==> src/csc_params.svh <==
// Purpose: named constants of the clock select and start-up controller
// Assumes: included by the top module and by the testbench
// Notes:   counts are in cycles of the clock they name
`ifndef CSC_PARAMS_SVH
`define CSC_PARAMS_SVH
// ****************************************************************
// register map
// ****************************************************************
`define CSC_ADDR_W          4
`define CSC_OFF_CTRL        4'h0
`define CSC_OFF_STATUS      4'h4
`define CSC_OFF_COUNT       4'h8
`define CSC_RESP_OKAY       2'h0
`define CSC_RESP_SLVERR     2'h2
// ****************************************************************
// fuse codes and shipped defaults (one = unprogrammed)
// ****************************************************************
`define CSC_SEL_EXT         4'h0
`define CSC_SEL_RSVD        4'h1
`define CSC_SEL_RC_CAL      4'h2
`define CSC_SEL_RC_128K     4'h3
`define CSC_SEL_LF_LO       4'h4
`define CSC_SEL_FS_LO       4'h6
`define CSC_SEL_LP_LO       4'h8
`define CSC_DEF_SEL         4'h2
`define CSC_DEF_SUT         2'h2
`define CSC_DEF_DIV8        1'h0
// ****************************************************************
// timing counts
// ****************************************************************
`define CSC_CNT_W           16
`define CSC_TOUT_NONE       16'h0000
`define CSC_TOUT_SHORT      16'h0200
`define CSC_TOUT_LONG       16'h2000
`define CSC_START_EXT       16'h0006
`define CSC_START_258       16'h0102
`define CSC_START_1K        16'h0400
`define CSC_START_16K       16'h4000
`define CSC_START_32K       16'h8000
`define CSC_RESET_EXTRA     16'h000E
`define CSC_DIV8_LAST       3'h7
`endif

==> src/csc_pkg.sv <==
// Purpose: types shared by the clock select and start-up controller
// Assumes: nothing
// Notes:   constants live in csc_params.svh
package csc_pkg;
    // ****************************************************************
    // types
    // ****************************************************************
    typedef enum logic [1:0] {
        SLP_IDLE,
        SLP_ADC_NOISE,
        SLP_POWER_DOWN,
        SLP_POWER_SAVE
    } csc_sleep_type;

    typedef struct packed {
        logic cpu;
        logic io;
        logic flash;
        logic asy;
        logic adc;
    } csc_clk_en_type;

    typedef struct packed {
        logic [3:0] clock_source_select;
        logic [1:0] startup_time_select;
        logic       clock_divide_by_eight;
    } csc_fuse_type;
endpackage

==> src/csc_clock_ctrl.sv <==
// Purpose: clock source select, start-up reset sequencing and clock domain gating
// Assumes: oscillator and watchdog inputs are slow raw waveforms sampled on sys_clk_i
// Notes:   fuses are sampled only in the reset hold state, registers via AXI4-Lite
//
// Behaviour
// - source fuses decode to six clock sources; code 0001 is reserved
// - fuse bit one means unprogrammed, zero means programmed
// - shipped defaults: calibrated RC, divide by eight, start-up select 10
// - internal reset stays on for a time-out after other resets release
// - time-out counts watchdog cycles: 0, 512 or 8192 by fuses
// - counter on selected oscillator holds reset for configured cycles, then releases
// - reset wake uses time-out plus start-up; power-save/down uses start-up only
// - start-up count runs from 6 external-clock cycles to 32K low-frequency cycles
// - unused module clocks halt according to the selected sleep mode
// - stopping the core clock stops register file, status and stack activity
// - certain external interrupts are detected even with peripheral clock halted
// - two-wire address recognition wakes the device in every sleep mode
// - flash clock runs whenever the core clock runs
// - asynchronous timer clock keeps running in idle, ADC noise and power-save sleep for real-time counting
// - converter clock domain stays on in ADC noise sleep while core and peripheral clocks stop
// - low-power crystal: bit zero and start-up bits pick 258/1K/16K, plus 14
`timescale 1ns/1ps
`include "csc_params.svh"
module csc_clock_ctrl
    import csc_pkg::*;
(
    // clock, reset, enable
    input  wire logic                   sys_clk_i,
    input  wire logic                   rstn_i,
    input  wire logic                   ce_i,
    // asynchronous pins
    input  wire logic                   reset_sources_n_i,
    input  wire logic                   watchdog_osc_i,
    input  wire logic [5:0]             osc_i,
    input  wire csc_fuse_type           fuse_i,
    input  wire logic                   ext_irq_i,
    input  wire logic                   two_wire_serial_port_match_i,
    // start-up and domain outputs
    output logic                        internal_reset_o,
    output csc_clk_en_type              clk_en_o,
    output logic                        sys_tick_o,
    output logic                        wake_o,
    // AXI4-Lite slave
    input  wire logic [`CSC_ADDR_W-1:0] s_axi_awaddr,
    input  wire logic                   s_axi_awvalid,
    output logic                        s_axi_awready,
    input  wire logic [31:0]            s_axi_wdata,
    input  wire logic [3:0]             s_axi_wstrb,
    input  wire logic                   s_axi_wvalid,
    output logic                        s_axi_wready,
    output logic [1:0]                  s_axi_bresp,
    output logic                        s_axi_bvalid,
    input  wire logic                   s_axi_bready,
    input  wire logic [`CSC_ADDR_W-1:0] s_axi_araddr,
    input  wire logic                   s_axi_arvalid,
    output logic                        s_axi_arready,
    output logic [31:0]                 s_axi_rdata,
    output logic [1:0]                  s_axi_rresp,
    output logic                        s_axi_rvalid,
    input  wire logic                   s_axi_rready
);
    // ****************************************************************
    // reset release and pin synchronisers
    // ****************************************************************
    localparam int SYNC_W = 17;

    typedef enum {
        ST_HOLD,
        ST_TIMEOUT,
        ST_START,
        ST_RUN,
        ST_SLEEP,
        ST_WAKE
    } csc_state_type;

    logic [1:0]        rst_sync_reg;
    logic              rst_n;
    logic [SYNC_W-1:0] async_vec;
    logic [SYNC_W-1:0] sync1_reg;
    logic [SYNC_W-1:0] sync2_reg;
    logic              wdt_prev_reg;
    logic [5:0]        osc_prev_reg;

    // two flops release the asynchronous reset
    always_ff @(posedge sys_clk_i or negedge rstn_i) begin
        if (!rstn_i) begin
            rst_sync_reg <= 2'h0;
        end else begin
            rst_sync_reg <= {rst_sync_reg[0], 1'b1};
        end
    end
    assign rst_n = rst_sync_reg[1];

    assign async_vec = {fuse_i, two_wire_serial_port_match_i, ext_irq_i, osc_i,
                        watchdog_osc_i, reset_sources_n_i};

    // every pin passes two flops before use
    generate
        for (genvar i = 0; i < SYNC_W; i++) begin : g_sync
            always_ff @(posedge sys_clk_i or negedge rst_n) begin
                if (!rst_n) begin
                    sync1_reg[i] <= 1'b0;
                    sync2_reg[i] <= 1'b0;
                end else if (ce_i) begin
                    sync1_reg[i] <= async_vec[i];
                    sync2_reg[i] <= sync1_reg[i];
                end
            end
        end
    endgenerate

    logic         src_rst_n;
    logic         wdt_edge;
    logic [5:0]   osc_edge;
    logic         irq_s;
    logic         twi_s;
    csc_fuse_type fuse_s;

    assign src_rst_n = sync2_reg[0];
    assign irq_s     = sync2_reg[8];
    assign twi_s     = sync2_reg[9];
    assign fuse_s    = sync2_reg[16:10];
    assign wdt_edge  = sync2_reg[1] & ~wdt_prev_reg;
    assign osc_edge  = sync2_reg[7:2] & ~osc_prev_reg;

    // previous levels for rising-edge detection
    always_ff @(posedge sys_clk_i or negedge rst_n) begin
        if (!rst_n) begin
            wdt_prev_reg <= 1'b0;
            osc_prev_reg <= 6'h00;
        end else if (ce_i) begin
            wdt_prev_reg <= sync2_reg[1];
            osc_prev_reg <= sync2_reg[7:2];
        end
    end

    // ****************************************************************
    // fuse decoding
    // ****************************************************************
    // source index: 0 low-power, 1 full-swing, 2 low-freq, 3 128k RC, 4 cal RC, 5 external
    function automatic logic [2:0] src_index(input logic [3:0] sel);
        if (sel >= `CSC_SEL_LP_LO)          src_index = 3'h0;
        else if (sel >= `CSC_SEL_FS_LO)     src_index = 3'h1;
        else if (sel >= `CSC_SEL_LF_LO)     src_index = 3'h2;
        else if (sel == `CSC_SEL_RC_128K)   src_index = 3'h3;
        else if (sel == `CSC_SEL_RC_CAL)    src_index = 3'h4;
        else                                src_index = 3'h5;
    endfunction

    function automatic logic is_crystal(input logic [3:0] sel);
        is_crystal = (sel >= `CSC_SEL_FS_LO);
    endfunction

    // time-out in watchdog cycles; zero is only safe with brown-out detection
    function automatic logic [`CSC_CNT_W-1:0] tout_cycles(input csc_fuse_type f);
        logic [2:0] code;
        code = {f.clock_source_select[0], f.startup_time_select};
        if (is_crystal(f.clock_source_select)) begin
            case (code)
                3'h0, 3'h3, 3'h6: tout_cycles = `CSC_TOUT_SHORT;
                3'h1, 3'h4, 3'h7: tout_cycles = `CSC_TOUT_LONG;
                default:          tout_cycles = `CSC_TOUT_NONE;
            endcase
        end else begin
            case (f.startup_time_select)
                2'h0:    tout_cycles = `CSC_TOUT_NONE;
                2'h1:    tout_cycles = `CSC_TOUT_SHORT;
                default: tout_cycles = `CSC_TOUT_LONG;
            endcase
        end
    endfunction

    // oscillator start-up count for the selected source
    function automatic logic [`CSC_CNT_W-1:0] start_cycles(input csc_fuse_type f);
        logic [2:0] code;
        code = {f.clock_source_select[0], f.startup_time_select};
        case (src_index(f.clock_source_select))
            3'h0, 3'h1: begin
                case (code)
                    3'h0, 3'h1: start_cycles = `CSC_START_258;
                    3'h2, 3'h3,
                    3'h4:       start_cycles = `CSC_START_1K;
                    default:    start_cycles = `CSC_START_16K;
                endcase
            end
            3'h2:    start_cycles = `CSC_START_32K;
            default: start_cycles = `CSC_START_EXT;
        endcase
    endfunction

    // clock domains left running in each sleep mode
    function automatic csc_clk_en_type sleep_gate(input csc_sleep_type m);
        csc_clk_en_type g;
        g = '0;
        case (m)
            SLP_IDLE: begin
                g.io  = 1'b1;
                g.asy = 1'b1;
                g.adc = 1'b1;
            end
            SLP_ADC_NOISE: begin
                g.asy = 1'b1;
                g.adc = 1'b1;
            end
            SLP_POWER_SAVE: g.asy = 1'b1;
            default:        g = '0;
        endcase
        sleep_gate = g;
    endfunction

    // ****************************************************************
    // fuse capture
    // ****************************************************************
    csc_state_type  state_reg;
    csc_fuse_type   fuse_reg;
    logic           fuse_ok;
    logic [2:0]     src_sel;
    logic           osc_tick;

    // fuses follow the pins only while reset is held, then stay frozen
    always_ff @(posedge sys_clk_i or negedge rst_n) begin
        if (!rst_n) begin
            fuse_reg <= '{`CSC_DEF_SEL, `CSC_DEF_SUT, `CSC_DEF_DIV8};
        end else if (ce_i && state_reg == ST_HOLD) begin
            fuse_reg <= fuse_s;
        end
    end

    assign fuse_ok  = (fuse_reg.clock_source_select != `CSC_SEL_RSVD);
    assign src_sel  = src_index(fuse_reg.clock_source_select);
    assign osc_tick = osc_edge[src_sel];

    // ****************************************************************
    // start-up sequencer
    // ****************************************************************
    logic [`CSC_CNT_W-1:0] cnt_reg;
    logic [1:0]            sleep_mode_reg;
    logic                  sleep_go;
    logic                  wake_evt;
    logic [`CSC_CNT_W-1:0] reset_start;

    assign wake_evt    = irq_s | twi_s;
    assign reset_start = start_cycles(fuse_reg)
                       + (is_crystal(fuse_reg.clock_source_select) ? `CSC_RESET_EXTRA : `CSC_TOUT_NONE);

    // reset hold, time-out, oscillator start-up, run and sleep
    always_ff @(posedge sys_clk_i or negedge rst_n) begin
        if (!rst_n) begin
            state_reg <= ST_HOLD;
            cnt_reg   <= `CSC_TOUT_NONE;
        end else if (ce_i) begin
            if (!src_rst_n) begin
                state_reg <= ST_HOLD;
            end else begin
                case (state_reg)
                    ST_HOLD: begin
                        if (fuse_ok) begin
                            cnt_reg   <= tout_cycles(fuse_reg);
                            state_reg <= ST_TIMEOUT;
                        end
                    end
                    ST_TIMEOUT: begin
                        if (cnt_reg == `CSC_TOUT_NONE) begin
                            cnt_reg   <= reset_start;
                            state_reg <= ST_START;
                        end else if (wdt_edge) begin
                            cnt_reg <= cnt_reg - 1'b1;
                        end
                    end
                    ST_START, ST_WAKE: begin
                        if (cnt_reg == `CSC_TOUT_NONE) begin
                            state_reg <= ST_RUN;
                        end else if (osc_tick) begin
                            cnt_reg <= cnt_reg - 1'b1;
                        end
                    end
                    ST_RUN: begin
                        if (sleep_go) begin
                            state_reg <= ST_SLEEP;
                        end
                    end
                    ST_SLEEP: begin
                        if (wake_evt) begin
                            if (sleep_mode_reg[1]) begin
                                cnt_reg   <= start_cycles(fuse_reg);
                                state_reg <= ST_WAKE;
                            end else begin
                                state_reg <= ST_RUN;
                            end
                        end
                    end
                    default: state_reg <= ST_HOLD;
                endcase
            end
        end
    end

    // ****************************************************************
    // domain gating and system tick
    // ****************************************************************
    logic [2:0] div_reg;

    // internal reset and clock enables follow the sequencer
    always_ff @(posedge sys_clk_i or negedge rst_n) begin
        if (!rst_n) begin
            internal_reset_o <= 1'b1;
            clk_en_o         <= '0;
            wake_o           <= 1'b0;
        end else if (ce_i) begin
            internal_reset_o <= (state_reg == ST_HOLD) || (state_reg == ST_TIMEOUT)
                             || (state_reg == ST_START);
            wake_o           <= (state_reg == ST_SLEEP) && wake_evt;
            case (state_reg)
                ST_RUN:   clk_en_o <= '1;
                ST_SLEEP: clk_en_o <= sleep_gate(csc_sleep_type'(sleep_mode_reg));
                default:  clk_en_o <= '{1'b0, 1'b0, 1'b0, 1'b1, 1'b0};
            endcase
        end
    end

    // system tick: every oscillator edge, or every eighth when the divider is programmed
    always_ff @(posedge sys_clk_i or negedge rst_n) begin
        if (!rst_n) begin
            div_reg    <= 3'h0;
            sys_tick_o <= 1'b0;
        end else if (ce_i) begin
            sys_tick_o <= 1'b0;
            if (osc_tick && state_reg == ST_RUN) begin
                div_reg <= div_reg + 1'b1;
                if (fuse_reg.clock_divide_by_eight) begin
                    sys_tick_o <= 1'b1;
                end else if (div_reg == `CSC_DIV8_LAST) begin
                    sys_tick_o <= 1'b1;
                end
            end
        end
    end

    // ****************************************************************
    // AXI4-Lite slave
    // ****************************************************************
    logic [`CSC_ADDR_W-1:0] awaddr_reg;
    logic [31:0]            wdata_reg;
    logic                   wbyte0_reg;
    logic                   do_write;

    function automatic logic [31:0] read_word(input logic [`CSC_ADDR_W-1:0] a,
                                               input logic [31:0] st,
                                               input logic [31:0] ct);
        case (a)
            `CSC_OFF_CTRL:   read_word = {30'h0, sleep_mode_reg};
            `CSC_OFF_STATUS: read_word = st;
            `CSC_OFF_COUNT:  read_word = ct;
            default:         read_word = 32'h0;
        endcase
    endfunction

    logic [31:0] status_word;
    assign status_word = {11'h0, clk_en_o, 5'(state_reg), 2'h0, internal_reset_o, fuse_ok, fuse_reg};

    assign do_write = !s_axi_awready && !s_axi_wready && !s_axi_bvalid;
    assign sleep_go = do_write && awaddr_reg == `CSC_OFF_CTRL && wbyte0_reg && wdata_reg[2];

    // address and data taken in either order, answer after both
    always_ff @(posedge sys_clk_i or negedge rst_n) begin
        if (!rst_n) begin
            s_axi_awready <= 1'b1;
            s_axi_wready  <= 1'b1;
            s_axi_bvalid  <= 1'b0;
            s_axi_bresp   <= `CSC_RESP_OKAY;
            awaddr_reg    <= '0;
            wdata_reg     <= 32'h0;
            wbyte0_reg    <= 1'b0;
        end else if (ce_i) begin
            if (s_axi_awvalid && s_axi_awready) begin
                awaddr_reg    <= s_axi_awaddr;
                s_axi_awready <= 1'b0;
            end
            if (s_axi_wvalid && s_axi_wready) begin
                wdata_reg    <= s_axi_wdata;
                wbyte0_reg   <= s_axi_wstrb[0];
                s_axi_wready <= 1'b0;
            end
            if (do_write) begin
                s_axi_bvalid <= 1'b1;
                s_axi_bresp  <= (awaddr_reg == `CSC_OFF_CTRL) ? `CSC_RESP_OKAY : `CSC_RESP_SLVERR;
            end
            if (s_axi_bvalid && s_axi_bready) begin
                s_axi_bvalid  <= 1'b0;
                s_axi_awready <= 1'b1;
                s_axi_wready  <= 1'b1;
            end
        end
    end

    // sleep mode field is writable from the control word
    always_ff @(posedge sys_clk_i or negedge rst_n) begin
        if (!rst_n) begin
            sleep_mode_reg <= 2'h0;
        end else if (ce_i && do_write && awaddr_reg == `CSC_OFF_CTRL && wbyte0_reg) begin
            sleep_mode_reg <= wdata_reg[1:0];
        end
    end

    // read answers one cycle after the address is taken
    always_ff @(posedge sys_clk_i or negedge rst_n) begin
        if (!rst_n) begin
            s_axi_arready <= 1'b0;
            s_axi_rvalid  <= 1'b0;
            s_axi_rdata   <= 32'h0;
            s_axi_rresp   <= `CSC_RESP_OKAY;
        end else if (ce_i) begin
            if (s_axi_rvalid) begin
                if (s_axi_rready) begin
                    s_axi_rvalid  <= 1'b0;
                    s_axi_arready <= 1'b1;
                end
            end else if (s_axi_arvalid && s_axi_arready) begin
                s_axi_rvalid  <= 1'b1;
                s_axi_arready <= 1'b0;
                s_axi_rdata   <= read_word(s_axi_araddr, status_word, {16'h0, cnt_reg});
                s_axi_rresp   <= (s_axi_araddr == `CSC_OFF_CTRL || s_axi_araddr == `CSC_OFF_STATUS
                                  || s_axi_araddr == `CSC_OFF_COUNT) ? `CSC_RESP_OKAY : `CSC_RESP_SLVERR;
            end else begin
                s_axi_arready <= 1'b1;
            end
        end
    end
endmodule

==> config.mk <==
export PLATFORM = sky130hd
export DESIGN_NAME = csc_clock_ctrl
export DESIGN_NICKNAME = d
export VERILOG_FILES = /design/src/csc_pkg.sv /design/src/csc_clock_ctrl.sv
export VERILOG_INCLUDE_DIRS = /design/src /design/src/src
export SDC_FILE = /design/constraint.sdc
export NUM_CORES = 1
export LEC_CHECK = 0
export ABC_AREA = 0
export BUFFER_PORTS_ARGS = -buffer_cell sky130_fd_sc_hd__buf_2
export CORE_MARGIN = 2
export CORE_UTILIZATION = 40
export CTS_CLUSTER_SIZE = 14
export DETAILED_ROUTE_END_ITERATION = 10
export PLACE_DENSITY = 0.69
export SETUP_SLACK_MARGIN = 0.15
export SLEW_MARGIN = 20
export SYNTH_ARGS = -nofsm -noshare
export SYNTH_HDL_FRONTEND = slang
export SYNTH_SLANG_ARGS = --single-unit
==> constraint.sdc <==
create_clock -name sys_clk_i -period 6 [get_ports sys_clk_i]
set_input_delay 0.9 -clock sys_clk_i [delete_from_list [all_inputs] [get_ports sys_clk_i]]
set_output_delay 0.9 -clock sys_clk_i [all_outputs]
set_load 0.1 [all_outputs]
* Word level (Yosys, flattened, before mapping)
Index checks and enable logic that the tools add are counted.
Word-level totals: register bits after elaboration 160, bits of input ports 69, output and inout bits 49, logic and storage cells 229
Operators by class: add/subtract/negate cells 3, magnitude comparators 4, equality and inequality tests 40, muxes and demuxes 57, bitwise gates (word level) 6, reductions and logical operators 56
Operators with widths (count):
- 32-bit 2-to-1 mux | 6
- 32-bit case mux with 5 select lines | 1
- 32-bit by 3-bit == test with 1-bit output (second input constant) | 4
- 16-bit 2-to-1 mux | 8
- 32-bit by 2-bit == test with 1-bit output (second input constant) | 3
- 32-bit logical NOT | 2
- 16-bit case mux with 2 select lines | 2
- 16-bit case mux with 4 select lines | 1
- 21-bit case mux with 3 select lines | 1
- 14-bit case mux with 2 select lines | 2
- 32-bit by 1-bit == test with 1-bit output (second input constant) | 1
- 32-bit by 4-bit == test with 1-bit output (second input constant) | 1
- 3-bit 2-to-1 mux | 10
- 15-bit case mux with 2 select lines | 1
- 1-bit 2-to-1 mux | 20
- 3-bit inequality test (second input constant) | 6
- 16-bit by 4-bit adder with 16-bit output | 1
- 16-bit logical NOT | 1
- 2-bit AND reduction | 8
- 16-bit by 1-bit subtractor with 16-bit output (second input constant) | 1
- 1-bit logical AND | 15
- 3-bit by 2-bit == test with 1-bit output (second input constant) | 4
- 3-bit == test (second input constant) | 4
- 3-bit OR reduction | 4
- other kinds (33) | 59

* Logic depth before layout (Yosys ltp)
word-level depth 17, gate-level depth with buffers 8, mapped depth without buffers 8

* Worst setup path before layout
OpenSTA, ideal clock, no wires.
path kind register to output, from reg clk_en_o[4] in the netlist's numbering, to out clk_en_o[4] in the netlist's numbering, arrival 1356 ps, setup slack 3744 ps, cell stages (with the launch flop) 2, path buffers 1, cell sequence dfrtp_1 buf_4
RTL lines:
- from (decl) | RTL line csc_clock_ctrl.sv:40 | output csc_clk_en_type clk_en_o,
- from (signal assigned) | RTL line csc_clock_ctrl.sv:315 | ST_SLEEP: clk_en_o <= sleep_gate(csc_sleep_type'(sleep_mode_reg));
- from (signal assigned) | RTL line csc_clock_ctrl.sv:316 | default: clk_en_o <= '{1'b0, 1'b0, 1'b0, 1'b1, 1'b0};
No word-level cell between the ends.

* Worst setup path in the final report
from in ce_i, to reg s_axi_rdata[4]
Between the ends: cells in the longest elaborated chain, start to end 1
RTL lines:
- from (decl) | RTL line csc_clock_ctrl.sv:30 | input wire logic ce_i,
- 3-bit AND reduction (no source line)
- to (signal assigned) | RTL line csc_clock_ctrl.sv:421 | s_axi_rdata <= read_word(s_axi_araddr, status_word, {16'h0, cnt_reg});
- to (decl) | RTL line csc_clock_ctrl.sv:57 | output logic [31:0] s_axi_rdata,
No other way between the ends. A chain may end at the register's enable or synchronous reset.

==> results.md <==
* Post-CTS sizing at 0
* Min Tclk post-route at 2.59 ns
* Post-Synth Simple-Gate Area at 14.0%
* Core area at 13900 sq um
* Routed wire per std cell at 17.0 microns
* Max reg flops at 20
* CTS buffer count at 17
* Hold-fix buffer count after cts at 0
* Post-synth ARST share at between 90% and 100%
* Synth warn at 0
* Post-route ant nets at 0
* Worst path cell trace: buf_2 -> clkinv_1 -> nor3_2 -> o21ai_0 -> o21ai_0
* Status: finished, final reports clean
* Setup crit end kind: flip-flop
* CP max stage delay at 0.67 ns
* Critical path data required time at 6.30 ns
* Clock buffer depth at 2
* Final-stage net count at ~660
* Worst slew pin tran at 0.994 ns
* Port bufs at a little over 70
* GR Overflow Total at 0
* CP Data Arrival Time at 2.89 ns
* Final setup fails at 0
* RSZ-0062 raised after global routing: no
* Die X at around 120 microns
* Synth Cell Area at 5720 sq um
* Crit path launch type: input pin
* F_max at 386 MHz
* Final period utilization at 43.2%
* Post-synth top flop: dfrtp_1
* Largest net degree at the start of global routing at 73
* Max-slew violation count at 0
* Largest family of logic cells by synthesized area: compound AO/OA/AOI/OAI gates
* Max cap viols at 0
* Count of cell types in the netlist at 70
* Clk_lat worst skew at 0.41 ns
* Seq/Total Area, Yosys at 50.9%
* Clk slew on worst S/H paths at 0.05 ns
* Pleak at 0.00302 uW
* I/O Pins at 118
* Postcts setup bufs at 0
* Setup TNS at 0 ns
* Worst-path fanout max at 11
* Std cell rows at 43
* Vias at about 4300
* Power Total at 3710 uW
* Crit Path Class: input pin to flip-flop
* Vias per cell at 5.51
* Iter 0 DRT Violations at roughly 290
* Final hold vios at 0
* Share of cells above drive strength 1 at 33.0%
* CTS tree: done
* VDD IR-drop max at about 0.25 mV
* Area Growth Syn to Fin at 18.1%
* Mux contribution to synthesized area at 11.4%
* Hold WS at about 0.27 ns
* Clock Skews at around 0.011 ns
* Synthesized flop and latch total at 116
* Drt pass-1 iters at 4
* DRC Markers at 0
* Num Clock Sinks at 116
* Root Driver: clkbuf_16
* Power Density at 550 nW/um^2
* Final WL at 13.3 mm
* CTS H-tree depth at 4
* Initial antenna violation count at 0
* Die area at 15300 sq um
* Rel. slew slack at 33.1%
* Post-Synth XOR/XNOR Area at 0.766%
* Number of buffers and inverters on the critical path at 2
* Compound-Gate Fraction of Synth Area at 16.0%
* RD Place Congestion at 0.904
* GRT Total Usage at 18.3%
* Synthesized instance count at 522
* Critical Path Most Common Cell: o21ai_0
* First-pass GRT wire length at 21.4 mm
* Initial core utilization at 41.0%
* Syn Area/Cell at 11.0 sq um
* Slowest stage cell, crit path: nor3_2
* CP delay by family, top: compound AO/OA/AOI/OAI gates
* Ant diodes at 0
* HP Class: input pin to async pin
* EDFF count, synth at 0
* DIE HEIGHT at 124 microns
* Area share of fa/ha/maj cells after synthesis at 1.88%
* Post-detail-place hpwl at ~9.1 mm
* Vias in the first global route at a little over 4000
==> cells by family after synthesis <==
| kind of cell | Yosys count |
|---|---|
| adders and majority gates | 8 |
| other | 2 |
| buffers and inverters | 56 |
| DFF | 116 |
| xor gates and xnor gates | 5 |
| AOI/OAI and AO/OA | 129 |
| muxes | 58 |
| and+or+nand+nor | 148 |
==> cells in the mapped netlist (4+ instances only) <==
master / count / area [sq um]
a22o_1: 5 / 43.8
buf_2: 6 / 30.0
a31oi_1: 6 / 37.5
buf_4: 16 / 120
inv_1: 14 / 52.6
nand3_1: 10 / 50.1
a221oi_1: 4 / 35.0
dfstp_2: 5 / 131
dfrtp_1: 111 / 2780
clkbuf_1: 18 / 67.6
nand2_1: 45 / 169
o31ai_1: 16 / 120
mux2_2: 58 / 653
o21ai_2: 11 / 96.3
ha_1: 7 / 87.6
a21oi_1: 20 / 100
nor2_1: 37 / 139
a22oi_1: 10 / 75.1
nor3_1: 11 / 55.1
or3_1: 4 / 25.0
o21ai_0: 28 / 140
a32o_1: 4 / 40.0
==> cells in the final DEF, fill, tap and decap left out, drive strengths merged, types with 3 or more instances in the layout <==
cell	instances
o21ai	41
nor3	12
conb	14
dfrtp	111
or4	3
mux2	58
a22oi	10
a221oi	4
and3	3
nor2	38
nand2b	3
nor4	5
clkinv	4
a31oi	6
nand2	45
and2	4
and3b	3
nor3b	3
or3	5
clkbuf	20
xnor2	3
a21oi	21
inv	15
a22o	5
ha	7
o22ai	4
a32o	4
clkinvlp	5
nand3	10
o31ai	16
dfstp	5
bufinv	3
buf	75
nor2b	3
==> layer usage <==
| layer | GRT usage, % | vias up | share of wire, % |
|---|---|---|---|
| li1 | - | 2002 | - |
| met1 | 24.4 | 2135 | 45 |
| met2 | 29.1 | 147 | 48 |
| met5 | 0 | - | 0 |
| met3 | 4.24 | 15 | 5.6 |
| met4 | 6.75 | 0 | 1.2 |
==> path summary, 6_finish.rpt <==
| path | from | endpoint | slack (ns) | depth (start not counted) |
|---|---|---|---|---|
| worst max register to register | fuse_reg[5] | cnt_reg[2] | 3.44 | 6 |
| max in group asynchronous | rst_sync_reg[1] | cnt_reg[13] | 4.37 | 1 |
| min in group sys_clk_i | rst_sync_reg[0] | rst_sync_reg[1] | 0.35 | 0 |
| worst min register to register | rst_sync_reg[1] | awaddr_reg[3] | 0.32 | 0 |
| worst max-delay path | ce_i | s_axi_rdata[4] | 3.41 | 5 |
| worst min-delay path | rstn_i | rst_sync_reg[1] | 0.27 | 1 |
==> report_power, final <==
group | internal, uW | switching [uW]
registers | 979 | 266
clock network | 663 | 351
logic | 488 | 966
total | 2130 | 1580
==> final cells by class <==
class | instances | area (sq um)
Inverter | 15 | 56.3
Multi-Input combinational cell | 362 | 2570
Clock inverter | 12 | 155
Sequential cell | 116 | 2910
Tap cell | 180 | 225
Clock buffer | 20 | 447
Timing Repair Buffer | 75 | 383
Fill cell | 1271 | 7180
==> metrics by stage <==
step | cell area (sq um) | cells | util (%) | worst slack, ns
floorplan | 5760 | 534 | - | 2.54
detailed placement | 6150 | 748 | 44.2 | 3.09
finish | 6750 | 780 | 48.5 | 3.41
global placement | 6150 | 748 | 44.2 | 3.12
CTS | 6750 | 780 | 48.5 | 3.44
global route | 6750 | 780 | 48.5 | 3.29
No activity file was read; power rests on OpenSTA's default activity.
